[src/verilog/sio_pkg.sv]
/*
 * Constants for the controller-connector I/O logic: register map, field
 * layout, reset values, pulse formats, warning selections and timing.
 * Assumes a single 50 MHz system clock and a classic Wishbone register bus.
 */
// Notes on behaviour
// - an open clockwise overtravel input stops motor torque.
// - an open counter-clockwise overtravel input stops motor torque.
// - overtravel disable at 1 ignores both overtravel inputs, and it resets to 1.
// - dynamic-brake-at-overtravel at its default 0 lets the dynamic brake act during overtravel.
// - the pulse format selects quadrature, cw/ccw pulse trains or pulse plus sign, and that form is decoded.
// - the fault output transistor is off while an alarm is detected and on otherwise.
// - in position mode the shared status output is on while position error is below the in-position range.
// - in velocity mode the shared status output is on while speed exceeds the at-speed threshold.
// - the brake release output is on to release the holding brake and off to engage it.
// - the warning output follows the selected condition and stays on at least one second.
// - warning selection 0 drives the warning on while torque limiting is active.
// - warning selection 1 drives the warning on while speed is below the zero-speed threshold.
// - warning selection 4 drives the warning on when effective torque exceeds 85% of overload trip.
// - the combined selection drives the warning on for over-regeneration or overload.
package sio_pkg;
	localparam int           ADR_W         = 8;
	localparam int           DAT_W         = 32;
	localparam int           VAL_W         = 16;
	localparam logic [7:0]   ADR_CTRL      = 8'h00;
	localparam logic [7:0]   ADR_INPOS     = 8'h04;
	localparam logic [7:0]   ADR_SPEED     = 8'h08;
	localparam logic [7:0]   ADR_ZERO      = 8'h0c;
	localparam logic [7:0]   ADR_OVL_TRIP  = 8'h10;
	localparam logic [7:0]   ADR_STATUS    = 8'h14;
	localparam logic [7:0]   ADR_IRQ_ST    = 8'h18;
	localparam logic [7:0]   ADR_IRQ_MASK  = 8'h1c;
	localparam logic [7:0]   ADR_PCOUNT    = 8'h20;
	// control register fields
	localparam int           CB_OT_DIS     = 0;
	localparam int           CB_DYN_CFG    = 1;
	localparam int           CB_FMT_LO     = 2;
	localparam int           CB_VEL_MODE   = 4;
	localparam int           CB_WSEL_LO    = 5;
	localparam int           CB_BRAKE      = 8;
	localparam int           CTRL_W        = 9;
	localparam logic [8:0]   CTRL_RST      = 9'h001;
	localparam logic [15:0]  VAL_RST       = 16'h0000;
	localparam int           NIRQ          = 5;
	localparam int           IRQ_CW        = 0;
	localparam int           IRQ_CCW       = 1;
	localparam int           IRQ_FAULT     = 2;
	localparam int           IRQ_WARN      = 3;
	localparam int           IRQ_REACH     = 4;
	typedef enum logic [1:0] {FMT_QUAD, FMT_CWCCW, FMT_PSIGN, FMT_RSVD} sio_fmt_t;
	localparam logic [2:0]   WS_TLIM       = 3'h0;
	localparam logic [2:0]   WS_ZSPD       = 3'h1;
	localparam logic [2:0]   WS_BOTH       = 3'h2;
	localparam logic [2:0]   WS_REGEN      = 3'h3;
	localparam logic [2:0]   WS_OVL        = 3'h4;
	localparam logic [7:0]   OVL_PCT       = 8'h55;
	localparam logic [7:0]   FULL_PCT      = 8'h64;
	localparam int           CLK_HZ        = 50_000_000;
	localparam int           WARN_HOLD_MS  = 1000;
	localparam int           WARN_HOLD_CYC = WARN_HOLD_MS * (CLK_HZ / 1000);
	localparam int           SYNC_W        = 4;
endpackage

[src/verilog/sio_io_logic.sv]
/*
 * Controller-connector I/O logic: overtravel inhibit, command pulse decode,
 * fault, in-position/at-speed, brake release and warning outputs, with a
 * Wishbone classic register slave and a level interrupt.
 * Assumes servo-loop quantities arrive synchronous to i_sys_clk and that pin
 * inputs are asynchronous and already converted to logic levels.
 */
`timescale 1ns/1ps
module sio_io_logic
	import sio_pkg::*;
#(
	parameter int HOLD_CYC = WARN_HOLD_CYC
) (
	input  wire logic             i_sys_clk,
	input  wire logic             i_rst,
	input  wire logic             i_clk_en,
	input  wire logic             i_wb_cyc,
	input  wire logic             i_wb_stb,
	input  wire logic             i_wb_we,
	input  wire logic [ADR_W-1:0] i_wb_adr,
	input  wire logic [3:0]       i_wb_sel,
	input  wire logic [DAT_W-1:0] i_wb_dat,
	output logic      [DAT_W-1:0] o_wb_dat,
	output logic                  o_wb_ack,
	input  wire logic             i_cw_limit_inhibit,
	input  wire logic             i_ccw_limit_inhibit,
	input  wire logic             i_cmd_pulse_pos,
	input  wire logic             i_cmd_dir_pos,
	input  wire logic             i_alarm_detect,
	input  wire logic [VAL_W-1:0] i_pos_err,
	input  wire logic [VAL_W-1:0] i_motor_speed,
	input  wire logic [VAL_W-1:0] i_eff_torque,
	input  wire logic             i_torque_limiting,
	input  wire logic             i_regen_warn,
	output logic                  o_torque_enable,
	output logic                  o_dyn_brake_allow,
	output logic                  o_cmd_step,
	output logic                  o_cmd_dir,
	output logic                  o_servo_fault_out,
	output logic                  o_position_or_speed_reached,
	output logic                  o_holding_brake_release,
	output logic                  o_warning_out,
	output logic                  o_irq
);
	localparam logic [25:0] HOLD = 26'(HOLD_CYC);

	logic [CTRL_W-1:0] ctrl_ff;
	logic [VAL_W-1:0]  inpos_range_cfg_ff;
	logic [VAL_W-1:0]  speed_reached_cfg_ff;
	logic [VAL_W-1:0]  zero_speed_cfg_ff;
	logic [VAL_W-1:0]  ovl_trip_ff;
	logic [NIRQ-1:0]   irq_st_ff;
	logic [NIRQ-1:0]   irq_mask_ff;
	logic [DAT_W-1:0]  pcount_ff;
	logic [DAT_W-1:0]  rdat;
	logic [DAT_W-1:0]  wmask;
	logic [NIRQ-1:0]   irq_evt;
	logic [SYNC_W-1:0] pin_sync;
	logic              wr_en;
	logic              ot_dis;
	logic              dyn_cfg;
	logic              vel_mode;
	logic              brake_req;
	logic [2:0]        warn_sel;
	sio_fmt_t          fmt;
	logic              cw_closed;
	logic              ccw_closed;
	logic              pa;
	logic              pb;
	logic              pa_ff;
	logic              pb_ff;
	logic              nxt_step;
	logic              nxt_dir;
	logic              cw_stop;
	logic              ccw_stop;
	logic              warn_cond;
	logic              reach_cond;
	logic [25:0]       hold_cnt_ff;
	logic              torque_en_ff;
	logic              dyn_ff;
	logic              fault_ff;
	logic              reach_ff;
	logic              brake_ff;
	logic              warn_ff;
	logic              step_ff;
	logic              dir_ff;
	logic [23:0]       ovl_lhs;
	logic [23:0]       ovl_rhs;

	assign ot_dis    = ctrl_ff[CB_OT_DIS];
	assign dyn_cfg   = ctrl_ff[CB_DYN_CFG];
	assign fmt       = sio_fmt_t'(ctrl_ff[CB_FMT_LO +: 2]);
	assign vel_mode  = ctrl_ff[CB_VEL_MODE];
	assign warn_sel  = ctrl_ff[CB_WSEL_LO +: 3];
	assign brake_req = ctrl_ff[CB_BRAKE];

	// pin inputs pass two flops before any logic reads them
	sio_sync #(
		.W(SYNC_W)
	) u_sync (
		.i_sys_clk (i_sys_clk),
		.i_rst     (i_rst),
		.i_clk_en  (i_clk_en),
		.i_async   ({i_cmd_dir_pos, i_cmd_pulse_pos, i_ccw_limit_inhibit, i_cw_limit_inhibit}),
		.o_sync    (pin_sync)
	);
	assign cw_closed  = pin_sync[0];
	assign ccw_closed = pin_sync[1];
	assign pa         = pin_sync[2];
	assign pb         = pin_sync[3];

	// register bus
	assign wr_en = i_wb_cyc && i_wb_stb && i_wb_we && !o_wb_ack;
	assign wmask = {{8{i_wb_sel[3]}}, {8{i_wb_sel[2]}}, {8{i_wb_sel[1]}}, {8{i_wb_sel[0]}}};

	always_ff @(posedge i_sys_clk or posedge i_rst) begin
		if (i_rst) begin
			o_wb_ack <= 1'b0;
			o_wb_dat <= '0;
		end else if (i_clk_en) begin
			o_wb_ack <= i_wb_cyc && i_wb_stb && !o_wb_ack;
			o_wb_dat <= rdat;
		end
	end

	always_comb begin
		rdat = '0;
		unique case (i_wb_adr)
			ADR_CTRL:     rdat[CTRL_W-1:0] = ctrl_ff;
			ADR_INPOS:    rdat[VAL_W-1:0] = inpos_range_cfg_ff;
			ADR_SPEED:    rdat[VAL_W-1:0] = speed_reached_cfg_ff;
			ADR_ZERO:     rdat[VAL_W-1:0] = zero_speed_cfg_ff;
			ADR_OVL_TRIP: rdat[VAL_W-1:0] = ovl_trip_ff;
			ADR_STATUS:   rdat[7:0] = {warn_ff, brake_ff, reach_ff, fault_ff,
				dyn_ff, torque_en_ff, ccw_closed, cw_closed};
			ADR_IRQ_ST:   rdat[NIRQ-1:0] = irq_st_ff;
			ADR_IRQ_MASK: rdat[NIRQ-1:0] = irq_mask_ff;
			ADR_PCOUNT:   rdat = pcount_ff;
			default:      rdat = '0;
		endcase
	end

	always_ff @(posedge i_sys_clk or posedge i_rst) begin
		if (i_rst) begin
			ctrl_ff              <= CTRL_RST;
			inpos_range_cfg_ff   <= VAL_RST;
			speed_reached_cfg_ff <= VAL_RST;
			zero_speed_cfg_ff    <= VAL_RST;
			ovl_trip_ff          <= VAL_RST;
			irq_mask_ff          <= '0;
		end else if (i_clk_en && wr_en) begin
			unique case (i_wb_adr)
				ADR_CTRL:     ctrl_ff <= (ctrl_ff & ~wmask[CTRL_W-1:0]) | (i_wb_dat[CTRL_W-1:0] & wmask[CTRL_W-1:0]);
				ADR_INPOS:    inpos_range_cfg_ff <= (inpos_range_cfg_ff & ~wmask[VAL_W-1:0])
					| (i_wb_dat[VAL_W-1:0] & wmask[VAL_W-1:0]);
				ADR_SPEED:    speed_reached_cfg_ff <= (speed_reached_cfg_ff & ~wmask[VAL_W-1:0])
					| (i_wb_dat[VAL_W-1:0] & wmask[VAL_W-1:0]);
				ADR_ZERO:     zero_speed_cfg_ff <= (zero_speed_cfg_ff & ~wmask[VAL_W-1:0])
					| (i_wb_dat[VAL_W-1:0] & wmask[VAL_W-1:0]);
				ADR_OVL_TRIP: ovl_trip_ff <= (ovl_trip_ff & ~wmask[VAL_W-1:0]) | (i_wb_dat[VAL_W-1:0] & wmask[VAL_W-1:0]);
				ADR_IRQ_MASK: irq_mask_ff <= (irq_mask_ff & ~wmask[NIRQ-1:0]) | (i_wb_dat[NIRQ-1:0] & wmask[NIRQ-1:0]);
				default: ;
			endcase
		end
	end

	// sticky events: a new event wins over a write-one clear in the same cycle
	assign irq_evt[IRQ_CW]    = cw_stop && torque_en_ff;
	assign irq_evt[IRQ_CCW]   = ccw_stop && torque_en_ff;
	assign irq_evt[IRQ_FAULT] = i_alarm_detect && fault_ff;
	assign irq_evt[IRQ_WARN]  = warn_cond && !warn_ff;
	assign irq_evt[IRQ_REACH] = reach_cond && !reach_ff;

	always_ff @(posedge i_sys_clk or posedge i_rst) begin
		if (i_rst) begin
			irq_st_ff <= '0;
		end else if (i_clk_en) begin
			if (wr_en && i_wb_adr == ADR_IRQ_ST) begin
				irq_st_ff <= (irq_st_ff & ~(i_wb_dat[NIRQ-1:0] & wmask[NIRQ-1:0])) | irq_evt;
			end else begin
				irq_st_ff <= irq_st_ff | irq_evt;
			end
		end
	end
	assign o_irq = |(irq_st_ff & irq_mask_ff);

	// overtravel inhibit: an open contact stops torque unless disabled
	assign cw_stop  = !ot_dis && !cw_closed;
	assign ccw_stop = !ot_dis && !ccw_closed;

	always_ff @(posedge i_sys_clk or posedge i_rst) begin
		if (i_rst) begin
			torque_en_ff <= 1'b1;
			dyn_ff       <= 1'b0;
		end else if (i_clk_en) begin
			torque_en_ff <= !(cw_stop || ccw_stop);
			dyn_ff       <= (cw_stop || ccw_stop) && !dyn_cfg;
		end
	end
	assign o_torque_enable   = torque_en_ff;
	assign o_dyn_brake_allow = dyn_ff;

	// command pulse decode in the selected format
	always_comb begin
		nxt_step = 1'b0;
		nxt_dir  = dir_ff;
		unique case (fmt)
			FMT_QUAD: begin
				nxt_step = (pa ^ pa_ff) || (pb ^ pb_ff);
				nxt_dir  = pa_ff ^ pb;
			end
			FMT_CWCCW: begin
				nxt_step = (pa && !pa_ff) ^ (pb && !pb_ff);
				nxt_dir  = pb && !pb_ff;
			end
			FMT_PSIGN: begin
				nxt_step = pa && !pa_ff;
				nxt_dir  = pb;
			end
			default: begin
				nxt_step = 1'b0;
				nxt_dir  = dir_ff;
			end
		endcase
	end

	always_ff @(posedge i_sys_clk or posedge i_rst) begin
		if (i_rst) begin
			pa_ff     <= 1'b0;
			pb_ff     <= 1'b0;
			step_ff   <= 1'b0;
			dir_ff    <= 1'b0;
			pcount_ff <= '0;
		end else if (i_clk_en) begin
			pa_ff   <= pa;
			pb_ff   <= pb;
			step_ff <= nxt_step;
			dir_ff  <= nxt_dir;
			if (nxt_step) begin
				pcount_ff <= nxt_dir ? pcount_ff - 32'h1 : pcount_ff + 32'h1;
			end
		end
	end
	assign o_cmd_step = step_ff;
	assign o_cmd_dir  = dir_ff;

	// status outputs, high meaning transistor on
	assign reach_cond = vel_mode ? (i_motor_speed > speed_reached_cfg_ff)
		: (i_pos_err < inpos_range_cfg_ff);

	always_ff @(posedge i_sys_clk or posedge i_rst) begin
		if (i_rst) begin
			fault_ff <= 1'b0;
			reach_ff <= 1'b0;
			brake_ff <= 1'b0;
		end else if (i_clk_en) begin
			fault_ff <= !i_alarm_detect;
			reach_ff <= reach_cond;
			brake_ff <= brake_req && !i_alarm_detect;
		end
	end
	assign o_servo_fault_out           = fault_ff;
	assign o_position_or_speed_reached = reach_ff;
	assign o_holding_brake_release     = brake_ff;

	// warning selection and minimum on time
	assign ovl_lhs = i_eff_torque * FULL_PCT;
	assign ovl_rhs = ovl_trip_ff * OVL_PCT;

	always_comb begin
		unique case (warn_sel)
			WS_TLIM:  warn_cond = i_torque_limiting;
			WS_ZSPD:  warn_cond = i_motor_speed < zero_speed_cfg_ff;
			WS_BOTH:  warn_cond = i_regen_warn || (ovl_lhs > ovl_rhs);
			WS_REGEN: warn_cond = i_regen_warn;
			WS_OVL:   warn_cond = ovl_lhs > ovl_rhs;
			default:  warn_cond = 1'b0;
		endcase
	end

	always_ff @(posedge i_sys_clk or posedge i_rst) begin
		if (i_rst) begin
			hold_cnt_ff <= '0;
			warn_ff     <= 1'b0;
		end else if (i_clk_en) begin
			if (warn_cond) begin
				hold_cnt_ff <= HOLD;
				warn_ff     <= 1'b1;
			end else if (hold_cnt_ff != '0) begin
				hold_cnt_ff <= hold_cnt_ff - 26'h1;
				warn_ff     <= hold_cnt_ff != 26'h1;
			end else begin
				warn_ff <= 1'b0;
			end
		end
	end
	assign o_warning_out = warn_ff;

	property p_cw_stop;
		@(posedge i_sys_clk) disable iff (i_rst)
		(i_clk_en && !ot_dis && !cw_closed) |=> !o_torque_enable;
	endproperty
	a_cw_stop: assert property (p_cw_stop) else $error("cw overtravel did not stop torque");
	property p_ccw_stop;
		@(posedge i_sys_clk) disable iff (i_rst)
		(i_clk_en && !ot_dis && !ccw_closed) |=> !o_torque_enable;
	endproperty
	a_ccw_stop: assert property (p_ccw_stop) else $error("ccw overtravel did not stop torque");
	property p_ot_dis;
		@(posedge i_sys_clk) disable iff (i_rst)
		(i_clk_en && ot_dis) |=> (o_torque_enable && !o_dyn_brake_allow);
	endproperty
	a_ot_dis: assert property (p_ot_dis) else $error("disabled overtravel still acted");
	property p_dyn;
		@(posedge i_sys_clk) disable iff (i_rst)
		(i_clk_en && (cw_stop || ccw_stop)) |=> (o_dyn_brake_allow == !$past(dyn_cfg));
	endproperty
	a_dyn: assert property (p_dyn) else $error("dynamic brake permission wrong");
	property p_psign;
		@(posedge i_sys_clk) disable iff (i_rst)
		(i_clk_en && fmt == FMT_PSIGN && pa && !pa_ff) |=> (o_cmd_step && o_cmd_dir == $past(pb));
	endproperty
	a_psign: assert property (p_psign) else $error("pulse and sign step missed");
	property p_fault;
		@(posedge i_sys_clk) disable iff (i_rst)
		i_clk_en |=> (o_servo_fault_out == !$past(i_alarm_detect));
	endproperty
	a_fault: assert property (p_fault) else $error("fault output does not follow alarm");
	property p_inpos;
		@(posedge i_sys_clk) disable iff (i_rst)
		(i_clk_en && !vel_mode) |=> (o_position_or_speed_reached == ($past(i_pos_err) < $past(inpos_range_cfg_ff)));
	endproperty
	a_inpos: assert property (p_inpos) else $error("in-position output wrong");
	property p_atspd;
		@(posedge i_sys_clk) disable iff (i_rst)
		(i_clk_en && vel_mode && i_motor_speed > speed_reached_cfg_ff) |=> o_position_or_speed_reached;
	endproperty
	a_atspd: assert property (p_atspd) else $error("at-speed output missing");
	property p_brake;
		@(posedge i_sys_clk) disable iff (i_rst)
		(i_clk_en && (i_alarm_detect || !brake_req)) |=> !o_holding_brake_release;
	endproperty
	a_brake: assert property (p_brake) else $error("brake released without request");
	property p_hold;
		@(posedge i_sys_clk) disable iff (i_rst)
		$fell(o_warning_out) |-> ($past(hold_cnt_ff) == 26'h1 && !$past(warn_cond));
	endproperty
	a_hold: assert property (p_hold) else $error("warning dropped before hold time");
	property p_tlim;
		@(posedge i_sys_clk) disable iff (i_rst)
		(i_clk_en && warn_sel == WS_TLIM && i_torque_limiting) |=> o_warning_out;
	endproperty
	a_tlim: assert property (p_tlim) else $error("torque limit warning missing");
	property p_zspd;
		@(posedge i_sys_clk) disable iff (i_rst)
		(i_clk_en && warn_sel == WS_ZSPD && i_motor_speed < zero_speed_cfg_ff) |=> o_warning_out;
	endproperty
	a_zspd: assert property (p_zspd) else $error("zero speed warning missing");
	property p_ovl;
		@(posedge i_sys_clk) disable iff (i_rst)
		(i_clk_en && warn_sel == WS_OVL && ovl_lhs > ovl_rhs) |=> o_warning_out;
	endproperty
	a_ovl: assert property (p_ovl) else $error("overload warning missing");
	property p_both;
		@(posedge i_sys_clk) disable iff (i_rst)
		(i_clk_en && warn_sel == WS_BOTH && i_regen_warn) |=> o_warning_out;
	endproperty
	a_both: assert property (p_both) else $error("combined warning missing");
endmodule

[src/verilog/sio_sync.sv]
/*
 * Two-flop synchroniser for a group of independent asynchronous levels.
 * Assumes each bit is a slow level or pulse wider than two clock periods.
 */
`timescale 1ns/1ps
module sio_sync #(
	parameter int W = 4
) (
	input  wire logic         i_sys_clk,
	input  wire logic         i_rst,
	input  wire logic         i_clk_en,
	input  wire logic [W-1:0] i_async,
	output logic      [W-1:0] o_sync
);
	logic [W-1:0] meta_ff;
	logic [W-1:0] sync_ff;

	always_ff @(posedge i_sys_clk or posedge i_rst) begin
		if (i_rst) begin
			meta_ff <= '0;
			sync_ff <= '0;
		end else if (i_clk_en) begin
			meta_ff <= i_async;
			sync_ff <= meta_ff;
		end
	end

	assign o_sync = sync_ff;
endmodule

[config.mk]
export PLATFORM = sky130hd
export DESIGN_NAME = sio_io_logic
export DESIGN_NICKNAME = d
export VERILOG_FILES = /design/src/verilog/sio_pkg.sv /design/src/verilog/sio_io_logic.sv /design/src/verilog/sio_sync.sv
export SDC_FILE = /design/constraint.sdc
export NUM_CORES = 1
export LEC_CHECK = 0
export ABC_CLOCK_PERIOD_IN_PS = 6200
export BUFFER_PORTS_ARGS = -buffer_cell sky130_fd_sc_hd__clkbuf_2
export CAP_MARGIN = 30
export CELL_PAD_IN_SITES_DETAIL_PLACEMENT = 0
export CELL_PAD_IN_SITES_GLOBAL_PLACEMENT = 1
export CORE_ASPECT_RATIO = 1.4
export CORE_MARGIN = 1
export CORE_UTILIZATION = 42
export DETAILED_ROUTE_END_ITERATION = 7
export GPL_TIMING_DRIVEN = 0
export PLACE_DENSITY_LB_ADDON = 0.1
export SLEW_MARGIN = 20
export SYNTH_ARGS = -nofsm -noshare
export SYNTH_HDL_FRONTEND = slang
export SYNTH_SLANG_ARGS = --single-unit
[constraint.sdc]
create_clock -name i_sys_clk -period 6.2 [get_ports i_sys_clk]
set_clock_uncertainty 0.2 [all_clocks]
set_input_delay 0.62 -clock i_sys_clk [delete_from_list [all_inputs] [get_ports i_sys_clk]]
set_output_delay 0.62 -clock i_sys_clk [all_outputs]
set_load 0.1 [all_outputs]
# Yosys cells after proc, flatten, opt, wreduce, memory -nomap -nowiden
# Index checks and enable logic that the tools add are counted.
[word_totals]
register_bits = 192
inputBits = 105
out_inout_bits = 42
[classes]
n_addsub = 3
n_mul = 2
order_cmp = 4
eq_ne = 15
muxes = 15
bitwise = 27
reduce_logical = 45
[ops]
columns = ["cell", "n"]
rows = [
  ["bitwise AND 16 bit", 5],
  ["bitwise OR 16 bit", 4],
  ["2-to-1 mux 26 bit", 2],
  ["case mux 5 bit (9 select lines)", 1],
  ["case mux 7 bit (5 select lines)", 1],
  ["adder 32 x 1 -> 32 bit (second input constant)", 1],
  ["equality test 8 x 5 -> 1 bit (second input constant)", 4],
  ["less-than comparator 16 bit", 2],
  ["2-to-1 mux 32 bit", 1],
  ["subtractor 32 x 1 -> 32 bit (second input constant)", 1],
  ["inequality test 26 x 1 -> 1 bit (second input constant)", 1],
  ["nonzero test 26 bit", 1],
  ["subtractor 26 x 1 -> 26 bit (second input constant)", 1],
  ["greater-than comparator 23 bit", 1],
  ["multiplier 16 x 7 -> 23 bit (second input constant)", 1],
  ["multiplier 16 x 5 -> 21 bit (second input constant)", 1],
  ["case mux 3 bit (7 select lines)", 1],
  ["bitwise AND 5 bit", 4],
  ["bitwise AND 9 bit", 2],
  ["logical AND 1 bit", 17],
  ["equality test 8 x 4 -> 1 bit (second input constant)", 2],
  ["greater-than comparator 16 bit", 1],
  ["2-to-1 mux 16 bit", 1],
  ["inverter 16 bit", 1],
  ["25 further kinds", 54],
]

# Logic depth before layout (Yosys ltp)
[logic_depth]
depth_word = 7
depth_mapped = 26
mapped_depth_nobuf = 25

# By module
# Synthesis repeated with hierarchy kept, for this count alone.
[unflattened]
cells_unflattened = 1612
hier_area_um2 = 14859.3
[modules_own_cells]
columns = ["module", "n_inst", "cells_each", "area_each_um2", "seq_area_each_um2"]
rows = [
  ["sio_io_logic", 1, 1594, 14523.9, 4606.9],
  ["sio_sync", 1, 18, 335.3, 200.2],
]

# Least setup slack after synthesis
# Ideal clock, no wire load.
[synth_path]
kind = "reg-to-reg"
startpoint = "reg (tool-made name)"
endpoint = "reg hold_cnt_ff[17]"
setup_ps = 142
arrival_time_ps = 5797
slack_ps = 61
stages_incl_launch_ff = 27
n_path_buf = 1
synth_period_minus_slack_ps = 6139
cell_sequence = "dfrtp_1 ha_1 fa_1 ha_1 inv_1 fa_1 inv_1 ha_1 and2_1 a221oi_1 inv_1 a21oi_1 a31oi_1 o2111ai_1 a31oi_1 a21o_1 a21oi_1 xor2_1 ha_1 nand4_1 nor4_1 a221oi_1 o211ai_1 a21o_1 o21ai_1 clkbuf_1 nand3_1"
[synth_lines]
columns = ["item", "line", "source"]
rows = [
  ["end signal, assigned", "sio_io_logic.sv:290", "hold_cnt_ff <= hold_cnt_ff - 26'h1;"],
  ["end, declared", "sio_io_logic.sv:78", "logic [25:0] hold_cnt_ff;"],
]

==> impl_metrics.json <==
{
  "synth.avg_cell_area_um2": 9.184,
  "antenna_found_initial": 1,
  "cp_max_fo": 6,
  "fillers": 3468,
  "gr-total-overflow": 0,
  "multi_input_area_um2": 9358,
  "hpwl_um": 33000,
  "finalHoldViolations": 0,
  "coreArea_um2": 34860,
  "ys_async_sr_fraction": 1.000,
  "seq_area_um2": 4815,
  "cp.required_ns": 6.33,
  "worstSkewPairLatency_ns": 0.45,
  "grt.total_usage": 0.2368,
  "clock_power_share": 0.221,
  "route.detailed.drc": 0,
  "setup_violations": 0,
  "netlist_area_um2": 14810,
  "pin_count": 147,
  "grt_pass1_wl_um": 65790,
  "grt_max_degree": 92,
  "area_growth_pct": 16.12,
  "die_x_um": 160.7,
  "place_area_um2": 16130,
  "cts_tree": "done",
  "first_pass_iters": 5,
  "numPortBuffers": 128,
  "fin_nets": 2141,
  "synth_cell_type_count": 67,
  "drive_above_1_share": 0.1659,
  "p_int_w": 0.002962,
  "wl_um": 41250,
  "fin_setup_tns_ns": 0,
  "clock_sinks": 192,
  "slew_headroom": 0.3012,
  "rows": 81,
  "switching_share": 0.4015,
  "combPwrFrac": 0.460,
  "seq_power_share": 0.319,
  "clockBufferDepth": 2,
  "viasPerCell": 5.341,
  "worst_setup_path_end_kind": "flop",
  "cts_buffers": 17,
  "slew_viol_final": 0,
  "startpoint_type": "flop",
  "p_switching_w": 0.001988,
  "synth-edff-count": 0,
  "worst_pin_slew_ns": 1.040,
  "max_freq_mhz": 163.0,
  "via_count": 12065,
  "start_util": 0.4249,
  "total_power_w": 0.004950,
  "cp.arrival_ns": 6.26,
  "postRouteAntennaNets": 0,
  "grt_pass1_vias": 12494,
  "final_common_cell": "inv_1",
  "gp_congestion": 0.8836,
  "drt_iter0_drc": 427,
  "clkTransAtPathRegs_ns": 0.07,
  "dieArea_um2": 36040,
  "vdd_ir_drop_max_v": 0.0002200,
  "status": "finished clean",
  "power_density_nw_per_um2": 287.7,
  "yosysSeqAreaShare": 0.3245,
  "critPathKind": "flop to flop",
  "leakagePower_nw": 8.433,
  "worstHoldPathType": "primary input to flop",
  "final_cell_area_um2": 17200,
  "root_buffer": "clkbuf_16",
  "yosys_warnings": 0,
  "final_util": 0.4934,
  "mostFrequentLayoutCells": "inv_1, ha_1, dfrtp_1",
  "netlist_instances": 1613,
  "die_h_um": 224.2,
  "synth-seq-cells": 192,
  "ctsHtreeMaxLevel": 4,
  "rsz0062_at_grt": "true",
  "period_minus_slack_ns": 6.133,
  "wl_per_cell_um": 18.26,
  "syn_nets": 1964,
  "drv_cap": 0,
  "fin_hold_ws_ns": 0.1931,
  "ys.flop_type": "dfrtp_1",
  "min_period_over_period": 0.9893
}
[stage by stage]
| stage | std cells | setup slack (ns) |
|---|---|---|
| finish | 2259 | 0.06655 |
| CTS | 2250 | -0.03758 |
| floorplan | 1613 | 0.06132 |
| global placement | 2197 | -2.464 |
| detailed placement | 2202 | -1.889 |
| global route | 2259 | -0.2569 |
[final timing paths]
check / startpoint / end / slack, ns / cells past startpoint
worst min-delay path: i_cmd_dir_pos / u_sync.meta_ff[3]$_DFFE_PP0P_ / 0.19 / 2
worst max register to register: flop / hold_cnt_ff[5]$_DFFE_PP0P_ / 0.07 / 27
min in group asynchronous: i_rst / o_wb_dat[28]$_DFFE_PP0P_ / 0.47 / 3
max in group asynchronous: i_rst / async pin / 4.17 / 5
worst min register to register: pcount_ff[31]$_DFFE_PP0P_ / pcount_ff[31]$_DFFE_PP0P_ / 0.28 / 1
worst max-delay path: flop / hold_cnt_ff[5]$_DFFE_PP0P_ / 0.07 / 27
[power groups by stage]
stage / Sequential, W / Clock (W) / Combinational, W
finish: 0.00158 / 0.00110 / 0.00228
global route: 0.00160 / 0.00117 / 0.00258
CTS: 0.00158 / 0.00112 / 0.00229
detailed placement: 0.00160 / 0 / 0.00223
global placement: 0.00160 / 0 / 0.00219
floorplan: 0.00165 / 0 / 0.00165
[synth_stat cells (all sizes together), types with 8 or more instances]
| library cell | n | area [um2] |
|---|---|---|
| a211oi | 8 | 60.06 |
| a21o | 45 | 337.8 |
| a21oi | 62 | 310.3 |
| a221oi | 17 | 148.9 |
| a22oi | 18 | 135.1 |
| a31oi | 12 | 75.07 |
| and2 | 16 | 100.1 |
| clkbuf | 36 | 135.1 |
| dfrtp | 190 | 4755 |
| fa | 36 | 720.7 |
| ha | 210 | 2628 |
| inv | 205 | 769.5 |
| mux2 | 43 | 484.2 |
| mux2i | 13 | 130.1 |
| nand2 | 158 | 598.1 |
| nand2b | 16 | 100.1 |
| nand3 | 36 | 180.2 |
| nand4 | 17 | 106.4 |
| nor2 | 68 | 255.2 |
| nor2b | 13 | 81.33 |
| nor3 | 32 | 160.2 |
| nor4 | 8 | 65.06 |
| o21a | 15 | 112.6 |
| o21ai | 148 | 740.7 |
| o21bai | 8 | 60.06 |
| xnor2 | 53 | 464.2 |
| xor2 | 28 | 245.2 |
[critical path: stages (launching register included)]
cell	delay, ns
dfrtp_2	0.46
ha_4	0.28
fa_1	0.41
ha_1	0.29
inv_1	0.05
fa_1	0.49
inv_2	0.05
ha_4	0.21
and2_4	0.17
a221oi_4	0.24
inv_1	0.10
a21oi_2	0.20
a31oi_2	0.14
o2111ai_2	0.24
a31oi_2	0.13
a21o_1	0.19
a21oi_2	0.13
xor2_1	0.08
ha_1	0.30
nand4_1	0.22
nor4_4	0.31
a221oi_4	0.11
o211ai_1	0.19
a21o_1	0.26
o21ai_4	0.09
buf_12	0.18
buf_8	0.12
a21boi_2	0.15
[cells by family (layout without fill, tap and decap cells)]
logic type	after synthesis	after routing	share of synthesized area
and+or+nand+nor	400	400	0.1296
AOI/OAI and AO/OA	390	390	0.1677
buffers and inverters	248	437	0.06284
adders and majority gates	246	246	0.2260
DFF	192	192	0.3245
xor gates and xnor gates	81	81	0.04789
muxes	56	56	0.04147
other	0	1	0
[metal layers]
metal / up-vias / GRT usage / share of wire / wire length [um]
met5: - / 0 / 0 / 0
met2: 192 / 0.4632 / 0.55 / 22780
li1: 5989 / - / - / -
met4: 0 / 0.1007 / 0.037 / 1540
met3: 65 / 0.03522 / 0.030 / 1247
met1: 5819 / 0.2476 / 0.38 / 15680
[what timing repair did]
item,CTS,global route
pin swaps,33,11
endpoints found under the setup margin,28,28
buffers inserted,16,7
gates resized for setup,50,13
gates cloned,1,0
hold endpoints to repair,32,0
hold buffers,1,0
[final cells by class]
cell class              instances  area share
multi-input cells            1173      0.5440
clock buffers                  18     0.02553
clock inverters                13    0.007419
well taps                     456     0.03317
diodes                          1   0.0001455
inverters                     205     0.04517
plain buffers                  43     0.01069
repair buffers                158     0.05404
flip-flops and latches        192      0.2799
No activity file was read; power rests on OpenSTA's default activity.
